### src/pkg/alman_pkg.sv
// constants and types for the alarm annunciator
package alman_pkg;
   localparam int ALMAN_NUM = 4;
   localparam int ALMAN_VW = 16;
   localparam int ALMAN_TW = 24;
   localparam int ALMAN_RELAYS = 4;
   localparam int ALMAN_CLK_MHZ = 125;
   // one timing tick is 1 ms
   localparam int ALMAN_TICK_US = 1000;
   localparam int ALMAN_TICK_CYC = ALMAN_TICK_US * ALMAN_CLK_MHZ;
   localparam logic [2:0] ALMAN_LB_MULT = 3'h3;

   // indication code per alarm
   typedef enum logic [1:0] {
      ALMAN_IND_OFF = 2'h0,
      ALMAN_IND_DOUBLE = 2'h1,
      ALMAN_IND_SINGLE = 2'h3
   } alman_ind_t;

   // per-alarm state, gray along idle->active->acked->latch
   typedef enum logic [1:0] {
      ALMAN_ST_IDLE = 2'h0,
      ALMAN_ST_ACTIVE = 2'h1,
      ALMAN_ST_ACKED = 2'h3,
      ALMAN_ST_LATCH = 2'h2
   } alman_st_t;
endpackage
### src/core/alman_top.sv
// per-alarm annunciation, loop-break supervision and relay mapping
`timescale 1ns/1ps
module alman_top #(
   parameter int TICK_CYC = alman_pkg::ALMAN_TICK_CYC
) (
   // clock and reset
   input wire logic clock,
   input wire logic rst,
   input wire logic clk_en,
   // process inputs (asynchronous)
   input wire logic signed [alman_pkg::ALMAN_VW-1:0] pv_level [alman_pkg::ALMAN_NUM],
   input wire logic ack_button_a,
   input wire logic ack_button_b,
   input wire logic out_saturated,
   input wire logic err_reducing,
   input wire logic autotune_done,
   // configuration
   input wire logic [alman_pkg::ALMAN_NUM-1:0] alm_configured,
   input wire logic [alman_pkg::ALMAN_NUM-1:0] alm_high,
   input wire logic [alman_pkg::ALMAN_NUM-1:0] alm_blocking,
   input wire logic [alman_pkg::ALMAN_NUM-1:0] alm_soft,
   input wire logic [alman_pkg::ALMAN_NUM-1:0] alm_event,
   input wire logic signed [alman_pkg::ALMAN_VW-1:0] alm_trip [alman_pkg::ALMAN_NUM],
   input wire logic [alman_pkg::ALMAN_VW-1:0] alm_hyst [alman_pkg::ALMAN_NUM],
   input wire logic [alman_pkg::ALMAN_TW-1:0] alm_delay [alman_pkg::ALMAN_NUM],
   input wire logic [alman_pkg::ALMAN_NUM-1:0] relay_map [alman_pkg::ALMAN_RELAYS],
   input wire logic [alman_pkg::ALMAN_TW-1:0] loop_break_manual,
   input wire logic [alman_pkg::ALMAN_TW-1:0] integral_time,
   input wire logic loop_break_enable,
   // indication and outputs
   output alman_pkg::alman_ind_t alm_ind [alman_pkg::ALMAN_NUM],
   output logic [alman_pkg::ALMAN_RELAYS-1:0] relay,
   output logic loop_break_alarm,
   output logic [alman_pkg::ALMAN_TW-1:0] loop_break_period
);
   import alman_pkg::*;

   // ==========================================================
   // state
   typedef struct packed {
      logic [ALMAN_NUM*ALMAN_VW-1:0] pv_s1;
      logic [ALMAN_NUM*ALMAN_VW-1:0] pv_s2;
      logic [4:0] in_s1;
      logic [4:0] in_s2;
      logic ack_prev;
      logic [31:0] tick_cnt;
      logic [ALMAN_NUM-1:0] cond;
      logic [ALMAN_NUM-1:0] armed;
      logic [ALMAN_NUM*ALMAN_TW-1:0] dly_cnt;
      logic [ALMAN_NUM-1:0] present;
      logic [ALMAN_NUM*2-1:0] st;
      logic [ALMAN_NUM*2-1:0] ind;
      logic [ALMAN_RELAYS-1:0] relay;
      logic [ALMAN_TW-1:0] lb_period;
      logic [ALMAN_TW-1:0] lb_cnt;
      logic lb_alarm;
   } alman_state_t;

   alman_state_t cur;
   alman_state_t next_cur;

   logic tick;
   logic ack_now;
   logic [ALMAN_NUM-1:0] latched;

   always_comb begin
      logic signed [ALMAN_VW:0] lvl;
      logic signed [ALMAN_VW:0] trip;
      logic signed [ALMAN_VW:0] rel;
      logic [ALMAN_TW-1:0] dcnt;
      alman_st_t s;
      lvl = '0;
      trip = '0;
      rel = '0;
      dcnt = '0;
      s = ALMAN_ST_IDLE;
      next_cur = cur;
      latched = '0;
      // ========================================================
      // input synchronisers
      for (int i = 0; i < ALMAN_NUM; i++) begin
         next_cur.pv_s1[i*ALMAN_VW +: ALMAN_VW] = pv_level[i];
      end
      next_cur.pv_s2 = cur.pv_s1;
      next_cur.in_s1 = {autotune_done, err_reducing, out_saturated, ack_button_b, ack_button_a};
      next_cur.in_s2 = cur.in_s1;
      // combined press of both buttons, taken on its rising edge
      ack_now = cur.in_s2[0] && cur.in_s2[1] && !cur.ack_prev;
      next_cur.ack_prev = cur.in_s2[0] && cur.in_s2[1];
      tick = (cur.tick_cnt == 32'(TICK_CYC - 1));
      next_cur.tick_cnt = tick ? 32'h0 : cur.tick_cnt + 32'h1;
      // ========================================================
      // per-alarm detection and annunciation
      for (int i = 0; i < ALMAN_NUM; i++) begin
         lvl = {cur.pv_s2[i*ALMAN_VW + ALMAN_VW-1], cur.pv_s2[i*ALMAN_VW +: ALMAN_VW]};
         trip = {alm_trip[i][ALMAN_VW-1], alm_trip[i]};
         // release point sits a hysteresis band inside the trip point
         if (alm_high[i]) begin
            rel = trip - $signed({1'b0, alm_hyst[i]});
            if (lvl > trip) begin
               next_cur.cond[i] = 1'b1;
            end else if (lvl <= rel) begin
               next_cur.cond[i] = 1'b0;
            end
         end else begin
            rel = trip + $signed({1'b0, alm_hyst[i]});
            if (lvl < trip) begin
               next_cur.cond[i] = 1'b1;
            end else if (lvl >= rel) begin
               next_cur.cond[i] = 1'b0;
            end
         end
         // blocking: arm only once the condition has been seen safe
         if (!alm_blocking[i] || !cur.cond[i]) next_cur.armed[i] = 1'b1;
         // delay counted in ticks while condition and arming hold
         dcnt = cur.dly_cnt[i*ALMAN_TW +: ALMAN_TW];
         if (!(cur.cond[i] && cur.armed[i])) begin
            dcnt = '0;
            next_cur.present[i] = 1'b0;
         end else if (dcnt >= alm_delay[i]) begin
            next_cur.present[i] = 1'b1;
         end else if (tick) begin
            dcnt = dcnt + 1'b1;
         end
         next_cur.dly_cnt[i*ALMAN_TW +: ALMAN_TW] = dcnt;
         if (!alm_configured[i]) next_cur.present[i] = 1'b0;
         // annunciation state machine
         s = alman_st_t'(cur.st[i*2 +: 2]);
         case (s)
            ALMAN_ST_IDLE: begin
               if (cur.present[i]) begin
                  s = ALMAN_ST_ACTIVE;
               end
            end
            ALMAN_ST_ACTIVE: begin
               if (ack_now && cur.present[i]) begin
                  s = ALMAN_ST_ACKED;
               end else if (ack_now) begin
                  s = ALMAN_ST_IDLE;
               end else if (!cur.present[i]) begin
                  // condition gone before ack: keep flashing and hold the relay
                  s = ALMAN_ST_LATCH;
               end
            end
            ALMAN_ST_ACKED: begin
               if (!cur.present[i]) begin
                  s = ALMAN_ST_IDLE;
               end
            end
            ALMAN_ST_LATCH: begin
               if (ack_now) begin
                  s = ALMAN_ST_IDLE;
               end else if (cur.present[i]) begin
                  s = ALMAN_ST_ACTIVE;
               end
            end
            default: begin
               s = ALMAN_ST_IDLE;
            end
         endcase
         // events need no acknowledge: they follow the condition
         if (alm_event[i]) begin
            s = cur.present[i] ? ALMAN_ST_ACKED : ALMAN_ST_IDLE;
         end
         if (!alm_configured[i]) begin
            s = ALMAN_ST_IDLE;
         end
         next_cur.st[i*2 +: 2] = s;
         latched[i] = (s != ALMAN_ST_IDLE);
         // indication: double until acked, single while acked and present
         if (alm_event[i] || s == ALMAN_ST_IDLE) begin
            next_cur.ind[i*2 +: 2] = ALMAN_IND_OFF;
         end else if (s == ALMAN_ST_ACKED) begin
            next_cur.ind[i*2 +: 2] = ALMAN_IND_SINGLE;
         end else begin
            next_cur.ind[i*2 +: 2] = ALMAN_IND_DOUBLE;
         end
         // soft alarms never reach a relay
         if (alm_soft[i]) begin
            latched[i] = 1'b0;
         end
      end
      // ========================================================
      // relay mapping: OR of selected alarms, held by annunciator state
      for (int r = 0; r < ALMAN_RELAYS; r++) begin
         next_cur.relay[r] = |(relay_map[r] & latched);
      end
      // ========================================================
      // loop-break supervisor
      if (cur.in_s2[4]) begin
         next_cur.lb_period = ALMAN_TW'(integral_time * ALMAN_LB_MULT);
      end else if (cur.lb_period == '0) begin
         // manual period only fills an empty period, so a tuned value survives
         next_cur.lb_period = loop_break_manual;
      end
      if (!loop_break_enable || !cur.in_s2[2] || cur.in_s2[3]) begin
         next_cur.lb_cnt = '0;
         next_cur.lb_alarm = 1'b0;
      end else if (cur.lb_cnt >= cur.lb_period) begin
         next_cur.lb_alarm = 1'b1;
      end else if (tick) begin
         next_cur.lb_cnt = cur.lb_cnt + 1'b1;
      end
   end

   // reset wins over the clock enable; a low enable freezes every register
   always_ff @(posedge clock) begin
      if (rst) begin
         cur <= '0;
      end else if (clk_en) begin
         cur <= next_cur;
      end
   end

   always_comb begin
      for (int i = 0; i < ALMAN_NUM; i++) begin
         alm_ind[i] = alman_ind_t'(cur.ind[i*2 +: 2]);
      end
   end
   assign relay = cur.relay;
   assign loop_break_alarm = cur.lb_alarm;
   assign loop_break_period = cur.lb_period;
endmodule

### config.mk
export PLATFORM = sky130hd
export DESIGN_NAME = alman_top
export DESIGN_NICKNAME = d
export VERILOG_FILES = /design/src/pkg/alman_pkg.sv /design/src/core/alman_top.sv
export SDC_FILE = /design/constraint.sdc
export NUM_CORES = 1
export LEC_CHECK = 0
export ABC_AREA = 1
export BUFFER_PORTS_ARGS = -buffer_cell sky130_fd_sc_hd__buf_2
export CORE_MARGIN = 2
export CORE_UTILIZATION = 35
export DETAILED_ROUTE_END_ITERATION = 8
export PLACE_DENSITY_LB_ADDON = 0.08
export SLEW_MARGIN = 20
export SYNTH_ARGS = -nofsm -noshare
export SYNTH_HDL_FRONTEND = slang
export SYNTH_SLANG_ARGS = --single-unit
### constraint.sdc
create_clock -name clock -period 10.2 [get_ports clock]
set_clock_uncertainty 0.2 [all_clocks]
set_input_delay 0 -clock clock [delete_from_list [all_inputs] [get_ports clock]]
set_output_delay 0 -clock clock [all_outputs]
set_load 0.1 [all_outputs]
==> results.sh, run 1 <==
export IMPL_crit_required_ns=10.49
export IMPL_fp_dieW_um=306
export IMPL_ir_drop_uv=110
export IMPL_synth_area_um2=31900
export IMPL_die_area_um2=93500
export IMPL_grt_pass1_vias=31904
export IMPL_cts_buffers=46
export IMPL_overflow=0
export IMPL_fillCellCount=9682
export IMPL_synth_nets=5702
export IMPL_clock_sinks=348
export IMPL_syn_area_per_cell_um2=6.59
export IMPL_cp_max_fo=8
export IMPL_grtUsageTotal_pct=22.4
export IMPL_maxCapViolations=0
export IMPL_cts_resized=0
export IMPL_hp_class="primary input to flop"
export IMPL_slew_violations=0
export IMPL_end_kind="flop"
export IMPL_clockBufferDepth=3
export IMPL_regArea_um2=6970
export IMPL_nNetsFinal=6232
export IMPL_crit_path_start_kind="flop"
export IMPL_powerDensity_nw_per_um2=123
export IMPL_fmax_ghz=0.208
export IMPL_relSlewSlack_pct=33.4
export IMPL_synthToLayoutAreaGrowth_pct=21.3
export IMPL_grt_pass1_wl_mm=171
export IMPL_h_tree_depth=2
export IMPL_vias_per_cell=4.98
export IMPL_synth_flop_cell="dfxtp_1"
export IMPL_drc=0
export IMPL_antenna_left=0
export IMPL_antenna_found_initial=14
export IMPL_synth_cell_types=43
export IMPL_tns_ns=0
export IMPL_dr_total_vias=32796
export IMPL_clk_latency_ns=0.60
export IMPL_core_area_um2=90100
export IMPL_totalWireLength_mm=107
export IMPL_finalCritPeriodShare_pct=47.1
export IMPL_synth_top_cell_by_area="dfxtp_1"
export IMPL_port_buffers=417
export IMPL_ios=418
export IMPL_async_flop_share_pct=0
export IMPL_grt_max_degree=124
export IMPL_dr_pass1_iters=5
export IMPL_synth_edff_count=0
export IMPL_synth_yosys_warnings=0
export IMPL_yosys_register_bits=348
export IMPL_p_leak_nw=18.2
export IMPL_cts_tree="built"
export IMPL_r2r_cells=17
export IMPL_tightest_slew_ns=0.998
export IMPL_setup_viol=0
export IMPL_wl_per_cell_um=16.2
export IMPL_synth_area_leaders="dfxtp_1, ha_1, nand2_1"
export IMPL_clockRootBuffer="clkbuf_16"
export IMPL_finalHoldViolCount=0
export IMPL_drtIter0Drc=1768
export IMPL_start_util_pct=35.4
export IMPL_ys_seq_area_share_pct=21.9
export IMPL_multi_input_area_um2=21900
export IMPL_path_clk_slew_ns=0.06
export IMPL_crit_arrival_ns=5.09
export IMPL_synthCells=4836
export IMPL_rows=110
export IMPL_chipHeight_um=306
export IMPL_outcome="finished, final reports clean"
export IMPL_gp_congestion=0.904
export IMPL_power_mw=4.74
export IMPL_drive_gt1_share_pct=9.52
export IMPL_path_class="flop to flop"
export IMPL_period_needed_ns=4.80
export IMPL_min_delay_path_depth=4
export IMPL_synth_top_area_share_pct=21.9
export IMPL_rsz0062_at_grt="false"
export IMPL_dp_hpwl_mm=83.2
[synth_stat cells (16+ instances only)]
master / number
nand2_1: 841
nor2_1: 713
inv_1: 573
ha_1: 476
a21oi_1: 462
dfxtp_1: 348
o21ai_0: 295
nand3_1: 287
xor2_1: 197
clkbuf_1: 126
nand4_1: 117
nor3_1: 98
buf_4: 40
nor4_1: 33
xnor2_1: 30
a21o_1: 20
o31ai_1: 20
a211oi_1: 16
a31oi_1: 16
[cell usage in the layout, fill, tap and decap left out, types with 12 or more instances in the layout]
master | synthesis | layout
a21boi_0 | 15 | 15
dlygate4sd3_1 | 0 | 237
o211ai_1 | 12 | 12
dfxtp_1 | 348 | 348
xor2_1 | 197 | 197
a21oi_1 | 462 | 462
a31oi_1 | 16 | 16
nor3_1 | 98 | 98
a211oi_1 | 16 | 16
a21o_1 | 20 | 20
buf_2 | 11 | 415
o21bai_1 | 15 | 15
nor4_1 | 33 | 33
xnor2_1 | 30 | 30
ha_1 | 476 | 476
inv_1 | 573 | 572
clkbuf_16 | 0 | 47
nand3_1 | 287 | 287
nand4_1 | 117 | 117
o21ai_0 | 295 | 295
nor2_1 | 713 | 713
nand2_1 | 841 | 841
o31ai_1 | 20 | 20
[worst paths after layout]
kind | start | end | slack [ns]
hold / removal | pv_level[61] | cur[297] | 0.05
setup / recovery | cur[211] | relay[3] | 5.40
hold reg to reg | cur[171] | cur[171] | 0.27
setup reg to reg | cur[211] | relay[3] | 5.40
[registers in the layout, summed over array words and instances, names as in the netlist]
signal	count
cur	311
loop_break_period	24
alm_ind	8
relay	4
loop_break_alarm	1
[through the flow]
| step | hold WS [ns] | utilization (%) | worst slack (ns) | cells | area (um^2) |
|---|---|---|---|---|---|
| 2_1_floorplan | -0.0651 | - | 6.91 | 4836 | 31900 |
| 3_3_place_gp | 0.0235 | 38.5 | 6.18 | 6256 | 34700 |
| 3_5_place_dp | 0.0299 | 38.5 | 6.16 | 6256 | 34700 |
| 4_1_cts | 0.00407 | 42.8 | 5.39 | 6575 | 38600 |
| 5_1_grt | 0.0398 | 42.9 | 5.01 | 6583 | 38600 |
| 6_report | 0.0528 | 42.9 | 5.40 | 6587 | 38600 |
[metal layers]
metal	track usage, %	vias to the layer above	part of all wire (%)	routed length, um
li1	-	17134	-	-
met1	30.2	14883	48	51800
met2	37.0	634	45	48200
met3	3.09	139	4.0	4240
met4	6.37	6	2.5	2680
met5	0	-	0.036	39
[area by class of cell]
| class | count | share of cell area (%) |
|---|---|---|
| clock buffers | 66 | 3.49 |
| inverters | 576 | 5.62 |
| diodes | 10 | 0.0648 |
| multi-input cells | 3729 | 56.6 |
| clock inverters | 17 | 0.550 |
| well taps | 1176 | 3.81 |
| repair buffers | 665 | 11.8 |
| flip-flops and latches | 348 | 18.0 |
[power by group]
part / leakage (nW) / switching (mW) / internal [mW]
clock network: 0.768 / 0.691 / 1.02
logic: 14.6 / 0.987 / 0.546
registers: 2.84 / 0.0684 / 1.43
total: 18.2 / 1.75 / 2.99
[what timing repair did]
action,4_1_cts,5_1_grt
buffers inserted,0,0
endpoints found under the setup margin,0,0
hold buffers,236,1
endpoints found under the hold margin,177,7
[critical path: stages (launching register included)]
cell and delay [ns]:
dfxtp_1 0.33, nand2_1 0.12, nor2_1 0.64, inv_1 0.24, nand3_1 0.12, nand3_1 0.08
nand3_1 0.12, nand2_1 0.09, nand2_1 0.07, inv_1 0.15, nand2_1 0.09, dlygate4sd3_1 0.55
nand3_1 0.06, dlygate4sd3_1 0.57, nor2_1 0.09, dlygate4sd3_1 0.55, nor2_1 0.04, dlygate4sd3_1 0.55
[logic make-up after synthesis]
family | after synthesis | synth area share (%)
flip-flops | 348 | 21.9
AO/OA/AOI/OAI | 893 | 15.1
AND/OR/NAND/NOR | 2124 | 28.1
XOR/XNOR | 227 | 6.24
adder cells (fa/ha/maj) | 485 | 19.3
buffers and inverters | 759 | 9.45
No activity file was read; power rests on OpenSTA's default activity.
==> inputs of run 2 (changes only) <==
- ABC_AREA: 1 -> 0
- clock period: 10.2 -> 4.7 ns (I/O delays scaled with it)
==> results.sh, run 2 <==
export IMPL_clockRootBuffer="clkbuf_16"
export IMPL_end_kind="flop"
export IMPL_ir_drop_uv=268
export IMPL_clockBufferDepth=3
export IMPL_synth_area_um2=29200
export IMPL_dp_hpwl_mm=72.2
export IMPL_antenna_left=0
export IMPL_fp_dieW_um=293
export IMPL_largest_reg_flops=311
export IMPL_grt_pass1_wl_mm=143
export IMPL_cts_resized=0
export IMPL_ys_seq_area_share_pct=23.9
export IMPL_p_leak_nw=17.2
export IMPL_final_util_pct=44.0
export IMPL_met2_wirelength_mm=41.3
export IMPL_layout_cells_most_common="ha_1"
export IMPL_rows=105
export IMPL_r2r_cells=11
export IMPL_hp_class="primary input to flop"
export IMPL_relSlewSlack_pct=31.1
export IMPL_final_cell_mix="ha_1, nor2_1, buf_2, dfxtp_1, inv_1"
export IMPL_setup_viol=0
export IMPL_finalHoldViolCount=0
export IMPL_drc=0
export IMPL_synth_cell_types=82
export IMPL_finalCritPeriodShare_pct=89.2
export IMPL_slew_violations=0
export IMPL_period_needed_ns=4.19
export IMPL_overflow=0
export IMPL_ios=418
export IMPL_fillCellCount=8427
export IMPL_syn_area_per_cell_um2=8.15
export IMPL_dr_pass1_iters=5
export IMPL_crit_arrival_ns=4.47
export IMPL_synth_top_cell_by_area="dfxtp_1"
export IMPL_h_tree_depth=2
export IMPL_port_buffers=417
export IMPL_cts_buffers=46
export IMPL_vias_per_cell=5.05
export IMPL_dr_total_vias=26665
export IMPL_clk_latency_ns=0.60
export IMPL_start_util_pct=35.4
export IMPL_wl_met3_mm=3.41
export IMPL_yosys_register_bits=348
export IMPL_crit_required_ns=4.98
export IMPL_fmax_ghz=0.239
export IMPL_drtIter0Drc=1260
export IMPL_wl_per_cell_um=17.3
export IMPL_grt_pass1_vias=26258
export IMPL_synth_nets=4446
export IMPL_grtUsageTotal_pct=20.8
export IMPL_synth_most_common_cell="ha_1"
export IMPL_synth_area_leaders="dfxtp_1, ha_1, mux2i_1"
export IMPL_gp_congestion=0.838
export IMPL_cts_tree="built"
export IMPL_cp_max_fo=3
export IMPL_synth_flop_cell="dfxtp_1"
export IMPL_nNetsFinal=5027
export IMPL_netlist_top_cells_count="ha_1, nor2_1, dfxtp_1, inv_1, a21oi_1"
export IMPL_outcome="finished, final reports clean"
export IMPL_path_class="primary input to flop"
export IMPL_grt_max_degree=76
export IMPL_maxCapViolations=0
export IMPL_die_area_um2=85700
export IMPL_core_area_um2=82400
export IMPL_synth_edff_count=0
export IMPL_rsz0062_at_grt="false"
export IMPL_min_delay_path_depth=4
export IMPL_totalWireLength_mm=91.2
export IMPL_synthCells=3580
export IMPL_synth_top_area_share_pct=23.9
export IMPL_path_clk_slew_ns=0.06
export IMPL_wl_met1_mm=44.4
export IMPL_top_register="cur"
export IMPL_tns_ns=0
export IMPL_crit_path_start_kind="primary input"
export IMPL_powerDensity_nw_per_um2=274
export IMPL_async_flop_share_pct=0
export IMPL_synth_yosys_warnings=0
export IMPL_antenna_found_initial=24
export IMPL_clock_sinks=348
export IMPL_tightest_slew_ns=1.03
export IMPL_top_layer="met5"
export IMPL_drive_gt1_share_pct=13.2
export IMPL_chipHeight_um=293
export IMPL_synthToLayoutAreaGrowth_pct=24.1
## run 2: power breakdown
group	switching [mW]	internal [mW]
combinational	1.71	1.18
sequential	0.125	3.06
clock	1.53	2.33
## run 2: worst paths after layout
kind                                  to  slack (ns)         start
worst max-delay path            cur[176]        0.51   alm_trip[0]
worst min-delay path            cur[314]        0.04  pv_level[46]
worst max register to register  cur[174]        0.82      cur[251]
worst min register to register  cur[172]        0.26      cur[172]
## run 2: cell type report
cell class / count / area [um^2] / share of cell area, %
multi-input combinational: 2739 / 20300 / 55.9
sequential: 348 / 6970 / 19.2
timing repair buffer: 678 / 4680 / 12.9
tap: 1070 / 1340 / 3.70
inverter: 348 / 1310 / 3.61
clock buffer: 59 / 1280 / 3.53
clock inverter: 23 / 364 / 1.01
antenna: 15 / 37.5 / 0.104
## run 2: kinds of logic after synthesis
family / after synthesis / synth area share [%]
adder cells (fa/ha/maj): 485 / 21.0
AND/OR/NAND/NOR: 1094 / 18.1
AO/OA/AOI/OAI: 753 / 17.2
flip-flops: 348 / 23.9
multiplexers: 167 / 5.73
buffers and inverters: 493 / 6.82
XOR/XNOR: 240 / 7.20
## run 2: through the flow
step | hold slack (ns) | cell area, um^2 | instances | setup slack, ns | power (mW)
after floorplan | -0.0528 | 29200 | 3580 | 1.01 | 5.20
after global placement | 0.0371 | 32100 | 4944 | 0.470 | 5.95
after detailed placement | 0.0428 | 32100 | 4944 | 0.460 | 5.94
after CTS | 0.000508 | 36200 | 5265 | 0.552 | 10.1
after global routing | 0.0254 | 36200 | 5279 | 0.171 | 10.5
final | 0.0352 | 36200 | 5280 | 0.507 | 9.93
## run 2: layer usage
layer,track usage [%],vias up
li1,-,13825
met1,28.5,12229
met2,34.4,475
met3,2.82,120
met4,5.27,16
met5,0,-
## run 2: critical path, stage by stage
cell	delay [ns]
buf_2	0.11
inv_1	0.05
ha_1	0.22
fa_1	0.41
nor2b_1	0.18
o31a_1	0.20
o211ai_1	0.10
nand2_1	0.11
nand4_1	0.13
a31oi_1	0.31
a21o_1	0.17
nand2_1	0.05
a211o_1	0.27
ha_1	0.29
nand4_1	0.13
nor2_1	0.07
a211oi_1	0.20
o311ai_0	0.17
a211o_1	0.31
and3_1	0.18
o31ai_1	0.19
a311oi_1	0.07
dlygate4sd3_1	0.57
## run 2: repair_timing
item,CTS,global route
setup buffers,0,0
endpoints found under the setup margin,0,0
hold endpoints to repair,198,0
hold buffers,239,0
